`src/common/fph_pkg.sv`:
```
// constants shared by both ends of the parameter write handshake, and the slot lookup function used by the device end
package fph_pkg;
    // ----------------
    // parameter map
    // ----------------
    localparam int                NUM_SLOTS  = 34;
    localparam logic [5:0]        SLOT_NONE  = 6'h3F;
    localparam logic [15:0]       IDX_STORE  = 16'h2100;
    localparam logic [15:0]       IDX_UNLOCK = 16'h2200;
    localparam logic [15:0]       IDX_LIST [NUM_SLOTS] = '{
        16'h2000, 16'h2001, 16'h2002, 16'h2003, 16'h2010, 16'h2011, 16'h2012,
        16'h2013, 16'h2021, 16'h2022, 16'h2023, 16'h2024, 16'h2025, 16'h2026,
        16'h2040, 16'h2041, 16'h2042, 16'h2043, 16'h2050, 16'h2051, 16'h2052,
        16'h2053, 16'h2054, 16'h2055, 16'h2056, 16'h2057, 16'h2058, 16'h2059,
        16'h2070, 16'h2071, 16'h2074, 16'h2075, 16'h2076, 16'h2077};
    localparam logic [5:0]        SLOT_GAIN_A   = 6'h04;
    localparam logic [5:0]        SLOT_GAIN_B   = 6'h05;
    localparam logic [5:0]        SLOT_GAIN_AP  = 6'h06;
    localparam logic [5:0]        SLOT_GAIN_BP  = 6'h07;
    localparam logic [5:0]        SLOT_PROFILE  = 6'h08;
    localparam logic [5:0]        SLOT_EXTRA_1  = 6'h20;
    localparam logic [5:0]        SLOT_EXTRA_2  = 6'h21;
    // ----------------
    // codes and limits
    // ----------------
    localparam logic [31:0]       PROFILE_LINEAR     = 32'h0000_0001;
    localparam logic [31:0]       ROOT_BRAKING_ONE   = 32'h0000_0002;
    localparam logic [31:0]       ROOT_BRAKING_TWO   = 32'h0000_0003;
    localparam logic [31:0]       EXTRA_NONE         = 32'h0000_0001;
    localparam logic [31:0]       ACTUAL_SPEED       = 32'h0000_0008;
    localparam logic [31:0]       STORE_VALUE_LIMIT  = 32'h0000_EA60;
    localparam logic [1:0]        UNLOCK_TRIES       = 2'h3;
    localparam int                ST4_DONE_BIT       = 6;
    localparam int                ST4_ACTIVE_BIT     = 7;
    // ----------------
    // controller registers, byte offsets
    // ----------------
    localparam logic [4:0]        REG_CTRL      = 5'h00;
    localparam logic [4:0]        REG_INDEX     = 5'h04;
    localparam logic [4:0]        REG_VALUE     = 5'h08;
    localparam logic [4:0]        REG_STATUS    = 5'h0C;
    localparam logic [4:0]        REG_IRQ_STAT  = 5'h10;
    localparam logic [4:0]        REG_IRQ_CLR   = 5'h14;
    localparam logic [4:0]        REG_IRQ_EN    = 5'h18;
    localparam logic [4:0]        REG_READOUT   = 5'h1C;
    localparam int                IRQ_DONE      = 0;
    localparam int                IRQ_FAIL      = 1;
    localparam int                IRQ_LOST      = 2;
    localparam int                CLK_MHZ       = 50;
    localparam int                DONE_WAIT_NS  = 2000;
    localparam int                DONE_WAIT_CYC = DONE_WAIT_NS * CLK_MHZ / 1000;

    // map a parameter index to its storage slot
    function automatic logic [5:0] slot_of(input logic [15:0] idx);
        slot_of = SLOT_NONE;
        for (int i = 0; i < NUM_SLOTS; i++) begin
            if (IDX_LIST[i] == idx) begin
                slot_of = 6'(i);
            end
        end
    endfunction
endpackage

```
`src/common/fph_link_if.sv`:
```
// cyclic process data exchanged between fieldbus master and device
`timescale 1ns/1ns
interface fph_link_if;
    logic        mode_request;
    logic        write_strobe;
    logic [15:0] param_index;
    logic [31:0] param_value;
    logic [7:0]  status4;
    logic [15:0] readout_hi;
    logic [15:0] readout_lo;

    modport dev  (input mode_request, write_strobe, param_index, param_value,
                  output status4, readout_hi, readout_lo);
    modport host (output mode_request, write_strobe, param_index, param_value,
                  input status4, readout_hi, readout_lo);
endinterface

```
`src/hdl/fph_device.sv`:
```
// device end: parameter mode, unlock, store command and parameter map
// Operation
// - mode request acknowledged by mode active bit
// - master presents index and value before strobe
// - strobe takes index and value; done on success
// - no done bit means write not applied
// - index 2100 stores set; value below 60000
// - writes refused until password written at 2200; here only while access_code_set is high
// - unlock lost when mode request drops
// - three bad passwords lock mode active off
// - lockout lasts until restart only
// - writes accepted and applied with axis enabled
// - master stores only when necessary
// - decel profile codes 1 to 3
// - extra signal selectors take codes 1 to 8
// - pressure gains used while pressure feedback active
// - write done is status byte 4 bit 6
// - mode active is status byte 4 bit 7
// - 32-bit readout returned high word first
//
// Our own choice: the Avalon-MM slave port.
`timescale 1ns/1ns
module fph_device (
    input  wire logic  ref_clk,
    input  wire logic  rst_n,
    fph_link_if.dev    link,
    input  wire logic  access_code_set,
    input  wire logic [31:0] access_code,
    input  wire logic  pressure_fb_active,
    output      logic  store_request,
    output      logic  mode_active_status,
    output      logic  lockout,
    output      logic [31:0] gain_dir_a,
    output      logic [31:0] gain_dir_b,
    output      logic [1:0]  decel_profile,
    output      logic [3:0]  extra_signal_select_1,
    output      logic [3:0]  extra_signal_select_2
);
    // ----------------
    // state
    // ----------------
    typedef enum logic [1:0] {
        DEV_OFF,
        DEV_ON,
        DEV_LOCKED
    } fph_dev_state_t;

    typedef struct packed {
        fph_dev_state_t st;
        logic [1:0]     fails;
        logic           unlocked;
        logic           done;
        logic           strobe_q;
        logic           store;
        logic [31:0]    readout;
        logic [31:0]    gain_a;
        logic [31:0]    gain_b;
    } fph_dev_t;

    fph_dev_t s;
    fph_dev_t next_s;

    logic        wr_en;
    logic [5:0]  wr_slot;
    logic [5:0]  rd_slot;
    logic [31:0] rd_data;
    logic [31:0] g_a;
    logic [31:0] g_b;
    logic [31:0] g_ap;
    logic [31:0] g_bp;
    logic [31:0] prof;
    logic [31:0] sel1;
    logic [31:0] sel2;

    // ----------------
    // value checks for coded parameters
    // ----------------
    function automatic logic value_ok(input logic [5:0] slot, input logic [31:0] v);
        value_ok = 1'b1;
        if (slot == fph_pkg::SLOT_PROFILE) begin
            value_ok = v >= fph_pkg::PROFILE_LINEAR && v <= fph_pkg::ROOT_BRAKING_TWO;
        end
        if (slot == fph_pkg::SLOT_EXTRA_1 || slot == fph_pkg::SLOT_EXTRA_2) begin
            value_ok = v >= fph_pkg::EXTRA_NONE && v <= fph_pkg::ACTUAL_SPEED;
        end
    endfunction

    fph_param_store u_store (
        .ref_clk       (ref_clk),
        .rst_n         (rst_n),
        .wr_en         (wr_en),
        .wr_slot       (wr_slot),
        .wr_data       (link.param_value),
        .rd_slot       (rd_slot),
        .rd_data       (rd_data),
        .gain_a        (g_a),
        .gain_b        (g_b),
        .gain_a_pr     (g_ap),
        .gain_b_pr     (g_bp),
        .decel_profile (prof),
        .extra_sel_1   (sel1),
        .extra_sel_2   (sel2)
    );

    assign wr_slot = fph_pkg::slot_of(link.param_index);
    assign rd_slot = wr_slot;

    // ----------------
    // handshake
    // ----------------
    always_comb begin
        logic rise;
        logic allowed;
        rise    = link.write_strobe && !s.strobe_q;
        allowed = s.unlocked || !access_code_set;
        next_s          = s;
        wr_en           = 1'b0;
        next_s.store    = 1'b0;
        next_s.strobe_q = link.write_strobe;
        next_s.readout  = rd_data;
        // pressure feedback swaps in its own gain pair
        next_s.gain_a = pressure_fb_active ? g_ap : g_a;
        next_s.gain_b = pressure_fb_active ? g_bp : g_b;
        if (!link.write_strobe) begin
            next_s.done = 1'b0;
        end
        case (s.st)
            DEV_OFF: begin
                next_s.unlocked = 1'b0;
                next_s.done     = 1'b0;
                if (link.mode_request) begin
                    next_s.st = DEV_ON;
                end
            end
            DEV_ON: begin
                if (!link.mode_request) begin
                    next_s.st       = DEV_OFF;
                    next_s.unlocked = 1'b0;
                    next_s.done     = 1'b0;
                end else if (rise) begin
                    if (link.param_index == fph_pkg::IDX_UNLOCK) begin
                        if (!access_code_set || link.param_value == access_code) begin
                            next_s.unlocked = 1'b1;
                            next_s.done     = 1'b1;
                        end else begin
                            next_s.fails = s.fails + 2'h1;
                            if (s.fails + 2'h1 == fph_pkg::UNLOCK_TRIES) begin
                                next_s.st = DEV_LOCKED;
                            end
                        end
                    end else if (!allowed) begin
                        next_s.done = 1'b0;
                    end else if (link.param_index == fph_pkg::IDX_STORE) begin
                        // each store wears the nonvolatile memory, one pulse per strobe
                        if (link.param_value < fph_pkg::STORE_VALUE_LIMIT) begin
                            next_s.store = 1'b1;
                            next_s.done  = 1'b1;
                        end
                    end else if (wr_slot != fph_pkg::SLOT_NONE &&
                                 value_ok(wr_slot, link.param_value)) begin
                        // no gate on axis enable: changes act at once
                        wr_en       = 1'b1;
                        next_s.done = 1'b1;
                    end
                end
            end
            DEV_LOCKED: begin
                // only reset leaves this state
                next_s.unlocked = 1'b0;
                next_s.done     = 1'b0;
            end
            default: begin
                next_s.st = DEV_OFF;
            end
        endcase
    end

    always_ff @(posedge ref_clk) begin
        if (!rst_n) begin
            s <= '0;
        end else begin
            s <= next_s;
        end
    end

    // ----------------
    // outputs
    // ----------------
    always_comb begin
        link.status4                         = 8'h00;
        link.status4[fph_pkg::ST4_DONE_BIT]   = s.done;
        link.status4[fph_pkg::ST4_ACTIVE_BIT] = s.st == DEV_ON;
    end

    assign link.readout_hi           = s.readout[31:16];
    assign link.readout_lo           = s.readout[15:0];
    assign store_request             = s.store;
    assign mode_active_status        = s.st == DEV_ON;
    assign lockout                   = s.st == DEV_LOCKED;
    assign gain_dir_a                = s.gain_a;
    assign gain_dir_b                = s.gain_b;
    assign decel_profile             = prof[1:0];
    assign extra_signal_select_1     = sel1[3:0];
    assign extra_signal_select_2     = sel2[3:0];
endmodule

```
`src/hdl/fph_param_store.sv`:
```
// storage for the writable tuning parameters
`timescale 1ns/1ns
module fph_param_store #(
    parameter int SLOTS = fph_pkg::NUM_SLOTS
) (
    input  wire logic        ref_clk,
    input  wire logic        rst_n,
    input  wire logic        wr_en,
    input  wire logic [5:0]  wr_slot,
    input  wire logic [31:0] wr_data,
    input  wire logic [5:0]  rd_slot,
    output      logic [31:0] rd_data,
    output      logic [31:0] gain_a,
    output      logic [31:0] gain_b,
    output      logic [31:0] gain_a_pr,
    output      logic [31:0] gain_b_pr,
    output      logic [31:0] decel_profile,
    output      logic [31:0] extra_sel_1,
    output      logic [31:0] extra_sel_2
);
    typedef struct packed {
        logic [SLOTS-1:0][31:0] mem;
    } fph_store_t;

    fph_store_t s;
    fph_store_t next_s;

    always_comb begin
        next_s = s;
        if (wr_en && wr_slot < 6'(SLOTS)) begin
            next_s.mem[wr_slot] = wr_data;
        end
    end

    always_ff @(posedge ref_clk) begin
        if (!rst_n) begin
            s <= '0;
        end else begin
            s <= next_s;
        end
    end

    assign rd_data       = (rd_slot < 6'(SLOTS)) ? s.mem[rd_slot] : '0;
    assign gain_a        = s.mem[fph_pkg::SLOT_GAIN_A];
    assign gain_b        = s.mem[fph_pkg::SLOT_GAIN_B];
    assign gain_a_pr     = s.mem[fph_pkg::SLOT_GAIN_AP];
    assign gain_b_pr     = s.mem[fph_pkg::SLOT_GAIN_BP];
    assign decel_profile = s.mem[fph_pkg::SLOT_PROFILE];
    assign extra_sel_1   = s.mem[fph_pkg::SLOT_EXTRA_1];
    assign extra_sel_2   = s.mem[fph_pkg::SLOT_EXTRA_2];
endmodule

```
`src/flat_wrapper.sv`:
```
// flat-port wrapper written by rule: the top's interface ports become plain ports
module fph_device_flat 
  (ref_clk, rst_n, access_code_set, access_code, pressure_fb_active, store_request, mode_active_status, lockout, gain_dir_a, gain_dir_b, decel_profile, extra_signal_select_1, extra_signal_select_2, link_mode_request, link_write_strobe, link_param_index, link_param_value, link_status4, link_readout_hi, link_readout_lo);
  fph_link_if link_i ();
  input  wire logic ref_clk;
  input  wire logic rst_n;
  input  wire logic access_code_set;
  input  wire logic [31:0] access_code;
  input  wire logic pressure_fb_active;
  output      logic store_request;
  output      logic mode_active_status;
  output      logic lockout;
  output      logic [31:0] gain_dir_a;
  output      logic [31:0] gain_dir_b;
  output      logic [1:0] decel_profile;
  output      logic [3:0] extra_signal_select_1;
  output      logic [3:0] extra_signal_select_2;
  input wire logic [$bits(link_i.mode_request)-1:0] link_mode_request;
  input wire logic [$bits(link_i.write_strobe)-1:0] link_write_strobe;
  input wire logic [$bits(link_i.param_index)-1:0] link_param_index;
  input wire logic [$bits(link_i.param_value)-1:0] link_param_value;
  output wire logic [$bits(link_i.status4)-1:0] link_status4;
  output wire logic [$bits(link_i.readout_hi)-1:0] link_readout_hi;
  output wire logic [$bits(link_i.readout_lo)-1:0] link_readout_lo;
  assign link_i.mode_request = link_mode_request;
  assign link_i.write_strobe = link_write_strobe;
  assign link_i.param_index = link_param_index;
  assign link_i.param_value = link_param_value;
  assign link_status4 = link_i.status4;
  assign link_readout_hi = link_i.readout_hi;
  assign link_readout_lo = link_i.readout_lo;
  fph_device u_core (.ref_clk(ref_clk), .rst_n(rst_n), .link(link_i), .access_code_set(access_code_set), .access_code(access_code), .pressure_fb_active(pressure_fb_active), .store_request(store_request), .mode_active_status(mode_active_status), .lockout(lockout), .gain_dir_a(gain_dir_a), .gain_dir_b(gain_dir_b), .decel_profile(decel_profile), .extra_signal_select_1(extra_signal_select_1), .extra_signal_select_2(extra_signal_select_2));
endmodule
```
`config.mk`:
```
export PLATFORM = sky130hd
export DESIGN_NAME = fph_device_flat
export DESIGN_NICKNAME = d
export VERILOG_FILES = /design/src/common/fph_pkg.sv /design/src/common/fph_link_if.sv /design/src/hdl/fph_device.sv /design/src/hdl/fph_param_store.sv /design/src/flat_wrapper.sv
export SDC_FILE = /design/constraint.sdc
export NUM_CORES = 2
export LEC_CHECK = 0
export ABC_AREA = 1
export ABC_CLOCK_PERIOD_IN_PS = 7260
export BUFFER_PORTS_ARGS = -buffer_cell sky130_fd_sc_hd__buf_2
export CAP_MARGIN = 20
export CORE_AREA = 2 2 401 363
export CTS_CLUSTER_SIZE = 8
export DETAILED_ROUTE_END_ITERATION = 6
export DIE_AREA = 0 0 403 365
export PLACE_DENSITY = 0.66
export SYNTH_ARGS = -nofsm -noshare
export SYNTH_HDL_FRONTEND = slang
export SYNTH_HIERARCHICAL = 1
export SYNTH_SLANG_ARGS = --single-unit
```
`constraint.sdc`:
```
create_clock -name ref_clk -period 7.26 [get_ports ref_clk]
set_clock_uncertainty 0.15 [all_clocks]
set_input_delay 0.726 -clock ref_clk [delete_from_list [all_inputs] [get_ports ref_clk]]
set_output_delay 0.726 -clock ref_clk [all_outputs]
set_load 0.02 [all_outputs]
```
* After elaboration in Yosys (flattened, before gate mapping) *
Index checks and enable logic that the tools add are counted.

storage, ports and cells
  memory bits (read-only) = 0
  memories = 0
  memory bits (writable) = 0
  bits of input ports = 86
  bits in registers = 1192
  bits in latches = 0
  word-level logic and storage cells = 201

cells by class
  mux-type cells = 73
  multipliers = 0
  reduce and logical (&&, ||, !) cells = 19
  eq/ne operators = 50
  add/sub/neg operators = 1
  shift-type cells = 0
  divide/modulo/power cells = 0
  bitwise operators = 8
  magnitude comparators = 7

operators with widths
  cell                                                                count
  bitwise mux 1088 bit                                                1
  equality test 14 x 16 -> 1 bit, first input constant                34
  two-way mux 6 bit                                                   35
  binary-select mux 32 bit (select 6 bit)                             1
  demux 32 bit (select 6 bit)                                         1
  two-way mux 32 bit                                                  4
  equality test 16 x 14 -> 1 bit, second input constant               2
  equality test 32 bit                                                1
  greater-or-equal comparator 32 x 1 -> 1 bit, second input constant  1
  less-or-equal comparator 32 x 2 -> 1 bit, second input constant     1
  less-or-equal comparator 32 x 4 -> 1 bit, second input constant     1
  less-than comparator 32 x 16 -> 1 bit, second input constant        1
  two-way mux 1 bit                                                   22
  equality test 6 bit, second input constant                          2
  != test 3 x 2 -> 1 bit, second input constant                       4
  two-way mux 2 bit                                                   5
  inverter 1 bit                                                      8
  less-than comparator 6 x 7 -> 1 bit, second input constant          1
  OR reduction 7 bit                                                  1
  equality test 6 x 4 -> 1 bit, second input constant                 1
  greater-or-equal comparator 6 x 1 -> 1 bit, second input constant   1
  logical AND 1 bit                                                   6
  less-than comparator 6 bit, second input constant                   1
  != test 6 bit, second input constant                                1
  18 further kinds                                                    22

* Depth between registers and ports, before layout *
  depth after elaboration = 53
  mapped depth = 30
  gate-level depth less buffers = 28

* By module *
Netlist, hierarchy kept.

by module, submodules not included
  module           cells each  area an instance (µm²)  instances
  fph_param_store  7429        51092.8                 1
  fph_device       807         5664.2                  1

* Worst setup path after synthesis *
No wires, ideal clock.

  path kind = in2reg
  start point = input link_param_index[13]
  end point = register u_core.s (netlist bit u_core/link.readout_hi[0])
  stages = 28
  buffers on the path = 4
  data required time = 7000 ps
  slack = 3517 ps
  arrival time = 3483 ps
  cell sequence = inv_1 nor2_4 nand2_1 nor2_4 buf_6 nand3_1 nand2_1 inv_1 nand4_1 nor2_1 nand4_1 nor2_1 nand4_1 nor2_1 nand3_1 nor2_1 buf_2 clkbuf_1 clkbuf_1 nand2_1 nand3_1 nand3_1 nand3_1 nand2_1 o21ai_0 nand2_1 nand2_1 inv_1

on the way
  longest elaborated chain between the ends = 37

ends and longest elaborated chain
  item                                                                                   line                   source
  start: declaration                                                                     flat_wrapper.sv:20     input wire logic [$bits(link_i.param_index)-1:0] link_param_index;
  equality test 14 x 16 -> 1 bit                                                         fph_pkg.sv:57          if (IDX_LIST[i] == idx) begin
  two-way mux 6 bit (33 in a row)                                                        fph_pkg.sv:57
  two-way mux 6 bit *                                                                    fph_pkg.sv:57
  via u_core.rd_slot[0]                                                                  fph_device.sv:65       logic [5:0] rd_slot;
  binary-select mux 32 bit (select 6 bit) or less-than comparator 6 bit (tied branches)  fph_param_store.sv:43  assign rd_data = (rd_slot < 6'(SLOTS)) ? s.mem[rd_slot] : '0;
  two-way mux 32 bit (implied by the code) or AND reduction 2 bit (tied branches)        -
  end signal: assignment                                                                 fph_device.sv:182      s <= next_s;
  end: declaration                                                                       fph_device.sv:60       fph_dev_t s;

The timed path passes the listed nets; every way through them passes the cells marked *. The select of a mux whose other input is x is not followed.
A chain may end at the register's enable or synchronous reset.

* Worst setup path after layout *
  start point = input link_param_value[16]
  end point = register u_core.u_store.s (netlist bit u_core/u_store/decel_profile[6])

on the way
  longest elaborated chain between the ends = 19

ends and longest elaborated chain
  item                                                                                                     line                                source
  start: declaration                                                                                       flat_wrapper.sv:21                  input wire logic [$bits(link_i.param_value)-1:0] link_param_value;
  greater-or-equal comparator 32 x 1 -> 1 bit or less-or-equal comparator 32 x 2 -> 1 bit (tied branches)  fph_device.sv:81, fph_device.sv:84
  logical AND 1 bit                                                                                        fph_device.sv:81                    value_ok = v >= fph_pkg::PROFILE_LINEAR && v <= fph_pkg::ROOT_BRAKING_TWO;
  two-way mux 1 bit                                                                                        fph_device.sv:80                    if (slot == fph_pkg::SLOT_PROFILE) begin
  two-way mux 1 bit *                                                                                      fph_device.sv:83                    if (slot == fph_pkg::SLOT_EXTRA_1 || slot == fph_pkg::SLOT_EXTRA_2) begin
  two-way mux 1 bit *                                                                                      fph_device.sv:153                   end else if (link.param_index == fph_pkg::IDX_STORE) begin
  two-way mux 1 bit *                                                                                      fph_device.sv:151                   end else if (!allowed) begin
  two-way mux 1 bit *                                                                                      fph_device.sv:141                   if (link.param_index == fph_pkg::IDX_UNLOCK) begin
  two-way mux 1 bit *                                                                                      fph_device.sv:140                   end else if (rise) begin
  [... 4 more ...]                                                                                         -
  two-way mux 1 bit *                                                                                      fph_device.sv:153
  two-way mux 1 bit *                                                                                      fph_device.sv:151
  two-way mux 1 bit *                                                                                      fph_device.sv:141
  two-way mux 1 bit *                                                                                      fph_device.sv:140
  two-way mux 1 bit *                                                                                      fph_device.sv:136                   if (!link.mode_request) begin
  two-way mux 1 bit *                                                                                      fph_device.sv:127                   case (s.st)
  via u_core.wr_en                                                                                         fph_device.sv:63                    logic wr_en;
  logical AND 1 bit *                                                                                      fph_param_store.sv:30               if (wr_en && wr_slot < 6'(SLOTS)) begin
  end signal: assignment                                                                                   fph_param_store.sv:39               s <= next_s;
  end: declaration                                                                                         fph_param_store.sv:25               fph_store_t s;

Marked as above.

==> impl.org <==
** Routing
- In the detailed route, the total length drawn on met3 is 18200 um.
- WL per Instance :: 20.0 um
- For this block, the initial DRC count from the detailed router was 6405.
- Avg Vias per Cell :: 5.44
- For this run, design rule violations remaining after detail routing come to 0.
- Routed metal-1 wire length :: 80900 um
- The first detailed-routing pass took 6 iterations.
- Routed vias :: 52.2k
- Detailed routing placed a total of 83300 um of wire on met2.
- After detailed routing, the total wire length is 192000 um.
- Signal routing reaches up to met5.
- Post-detailed-route count of antenna-violating nets :: 0

** Place
- In this run the cell area measured after placement is 56000 um2.
- Routability-driven placement finished with a final weighted congestion of 0.914.
- HPWL after DPL :: 112000 um
- In this run the tool buffered the top-level ports with 196 buffer cells.

** Clocking
- Number of buffers inserted by post-CTS setup repair :: 0
- After clock tree synthesis, the repair step resized 0 gates.
- The clock passes through at most 3 buffers.
- The number of clock buffers added by TritonCTS is 166.
- Reg clk slew, reported paths :: 60 ps
- CTS hold repair buffers :: 1
- The root buffer cell chosen for the clock tree is sky130_fd_sc_hd__clkbuf_16.
- Max H-tree Level :: 4
- Worst skew pair latency :: 790 ps
- The tree built by TritonCTS fans out to 1192 sinks.
- TritonCTS built the clock tree.

** STA
- Period Utilization, post-route :: 71.8%
- At the pin with the least slew margin, the transition time is 1150 ps.
- Adding up every negative setup slack in the final design gives 0 ps.
- Min Tclk post-route :: 5210 ps
- Setup repair after global routing left no endpoint under its margin.
- The final-report hold violation count came to 0.
- Derived from the worst setup path, the maximum achievable clock frequency is 192 MHz.
- Hold is met by 137 ps.
- The worst pin sits at a relative slew slack of 23.2%.
- The total count of max-transition violations in the final report came to 0.
- Setup violations remaining at the end of the flow were counted as 0.

** Pwr
- Peak supply drop :: 0.251 mV
- Net switching power :: 3.34 mW
- Of the total power, the clock network draws 49.5%.
- Internal power :: 10.8 mW
- In this run the power density over the cells is 233 nW/um2.
- Sequential power share :: 46.5%
- Pleak :: 24.0 nW
- Sw Ratio :: 23.6%
- Combinational share of power :: 4.0%

** Min path
- Worst Hold Launch :: link_param_index[9]
- The worst hold path belongs to the class primary input to register.
- Endpoint of the worst hold path :: u_core/store_request
- Hold-critical path depth :: 4

** Floorplanning
- The die covers 147000 um2.
- Starting density of the core :: 39.2%
- CORE AREA :: 143000 um2
- In this run the core area contains 132 standard-cell rows.
- In this run the horizontal extent of the chip is 403 um.
- 203 I/O pins were placed.
- Die extent in y :: 365 um

** GRT
- Via count of the first global-routing pass :: 46.9k
- Entering global routing, the biggest net connects 190 pins.
- Grt total ovfl :: 0
- The initial antenna violation count is 7.
- In the global route stage, overall resource usage came out at 25.0%.
- The first global-routing pass estimated 287000 um of wire.

** Cells and area
- Registers take 23900 um2.
- The library cell used most frequently in the layout, excluding fill and tap cells, is sky130_fd_sc_hd__nand2_1.
- Fill cells :: 14.7k
- The multi-input combinational cells in the finished layout cover a total of 23500 um2.
- With fillers left out, the area of the finished cells amounts to 60700 um2.
- Commonest non-fill, non-tap cells in the layout :: 1238 x sky130_fd_sc_hd__nand2_1, 1192 x sky130_fd_sc_hd__dfxtp_1, 1136 x sky130_fd_sc_hd__a21oi_1
- Layout area overhead :: 8.19%
- After the last flow step, the layout net total stands at 7793.
- Proportion of layout cells with a drive suffix above 1 :: 7.94%

** Setup path
- Worst Setup Path Type :: primary input to register
- STA classifies the critical path endpoint as a register.
- The number of cells on the worst reg-to-reg path is 13.
- Required time of the critical path :: 7720 ps
- Slack of the worst reg-to-reg path :: 3410 ps
- The worst setup path is launched from a primary input.
- In this run the critical register-to-register path is captured at u_core/u_store/decel_profile[6].
- Worst r2r src :: u_core/s[102]
- Arr. time, crit path :: 5670 ps
- Critical path peak fanout :: 46

** Logic synthesis
- After technology mapping, the gate count stands at 8150.
- Ys Warns :: 6
- Combined area of all synthesized cells :: 56100 um2
- Each instance of the synthesized netlist takes up on average 6.88 um2.

** Status
- Status :: finished clean

** Job
- Maxcap violations :: 0
layout make-up:
class	instances	share of cell area (%)
Clock buffer	169	6.97
Tap cell	1876	3.87
Multi-Input combinational cell	4901	38.7
Antenna cell	1	0.00412
Inverter	1126	7.00
Sequential cell	1192	39.3
Clock inverter	12	0.482
Timing Repair Buffer	319	3.66
flip-flops by register name, summed over array words and instances (netlist names), 6 cells and up:
name,cells
u_core/u_store/extra_sel_1,32
u_core/u_store/gain_b,32
u_core/gain_dir_a,32
u_core/u_store/extra_sel_2,32
u_core/u_store/s,864
u_core/u_store/gain_b_pr,32
u_core/gain_dir_b,32
u_core/u_store/gain_a_pr,32
u_core/link.readout_lo,16
u_core/u_store/decel_profile,32
u_core/u_store/gain_a,32
u_core/link.readout_hi,16
u_core/s,6
worst max-delay path: stages:
cell	delay (ps)
sky130_fd_sc_hd__buf_2	400
sky130_fd_sc_hd__or2_1	380
sky130_fd_sc_hd__nor3_2	610
sky130_fd_sc_hd__nand3_1	480
sky130_fd_sc_hd__nor3_1	290
sky130_fd_sc_hd__nand2_1	90
sky130_fd_sc_hd__nand2_1	60
sky130_fd_sc_hd__nand2_1	60
sky130_fd_sc_hd__inv_2	40
sky130_fd_sc_hd__nand2_1	60
sky130_fd_sc_hd__nor2_1	350
sky130_fd_sc_hd__nand2_8	160
sky130_fd_sc_hd__inv_4	350
sky130_fd_sc_hd__buf_4	450
sky130_fd_sc_hd__nand4_4	390
sky130_fd_sc_hd__buf_4	430
sky130_fd_sc_hd__o21ai_0	230
sky130_fd_sc_hd__a21oi_1	60
worst max-delay path by stage:
stage / startpoint / to / slack [ps] / cells after the start
2_1_floorplan: link_param_index[13] / u_core/link.readout_hi[0] / 3520 / 28
4_1_cts: link_param_value[16] / u_core/u_store/decel_profile[6] / 2140 / 18
3_3_place_gp: link_param_value[16] / u_core/u_store/decel_profile[10] / 1460 / 18
3_5_place_dp: link_param_value[16] / u_core/u_store/decel_profile[6] / 1350 / 18
6_report: link_param_value[16] / u_core/u_store/decel_profile[6] / 2050 / 18
5_1_grt: link_param_value[16] / u_core/u_store/decel_profile[22] / 1940 / 18
through the flow:
stage | cells | setup slack [ps] | util (%) | total power [mW]
2_1_floorplan | 8155 | 3520 | - | 7.05
3_3_place_gp | 9405 | 1460 | 39.2 | 7.25
3_5_place_dp | 9406 | 1350 | 39.2 | 7.26
4_1_cts | 9588 | 2140 | 42.3 | 14.2
5_1_grt | 9595 | 1940 | 42.4 | 14.5
6_report | 9596 | 2050 | 42.4 | 14.1
metal layers:
layer,global-route usage (%),up-vias
li1,-,25181
met1,33.7,24139
met2,38.2,2491
met3,4.63,380
met4,12.7,2
met5,0,-
power by group through the flow:
stage	Clock, mW	Sequential [mW]	Combinational (mW)
floorplan	0	6.70	0.346
global placement	0	6.71	0.543
detailed placement	0	6.71	0.550
CTS	7.09	6.58	0.552
global route	7.33	6.57	0.613
finish	7.01	6.58	0.565
Note: power is estimated with default switching activity, not from simulation.
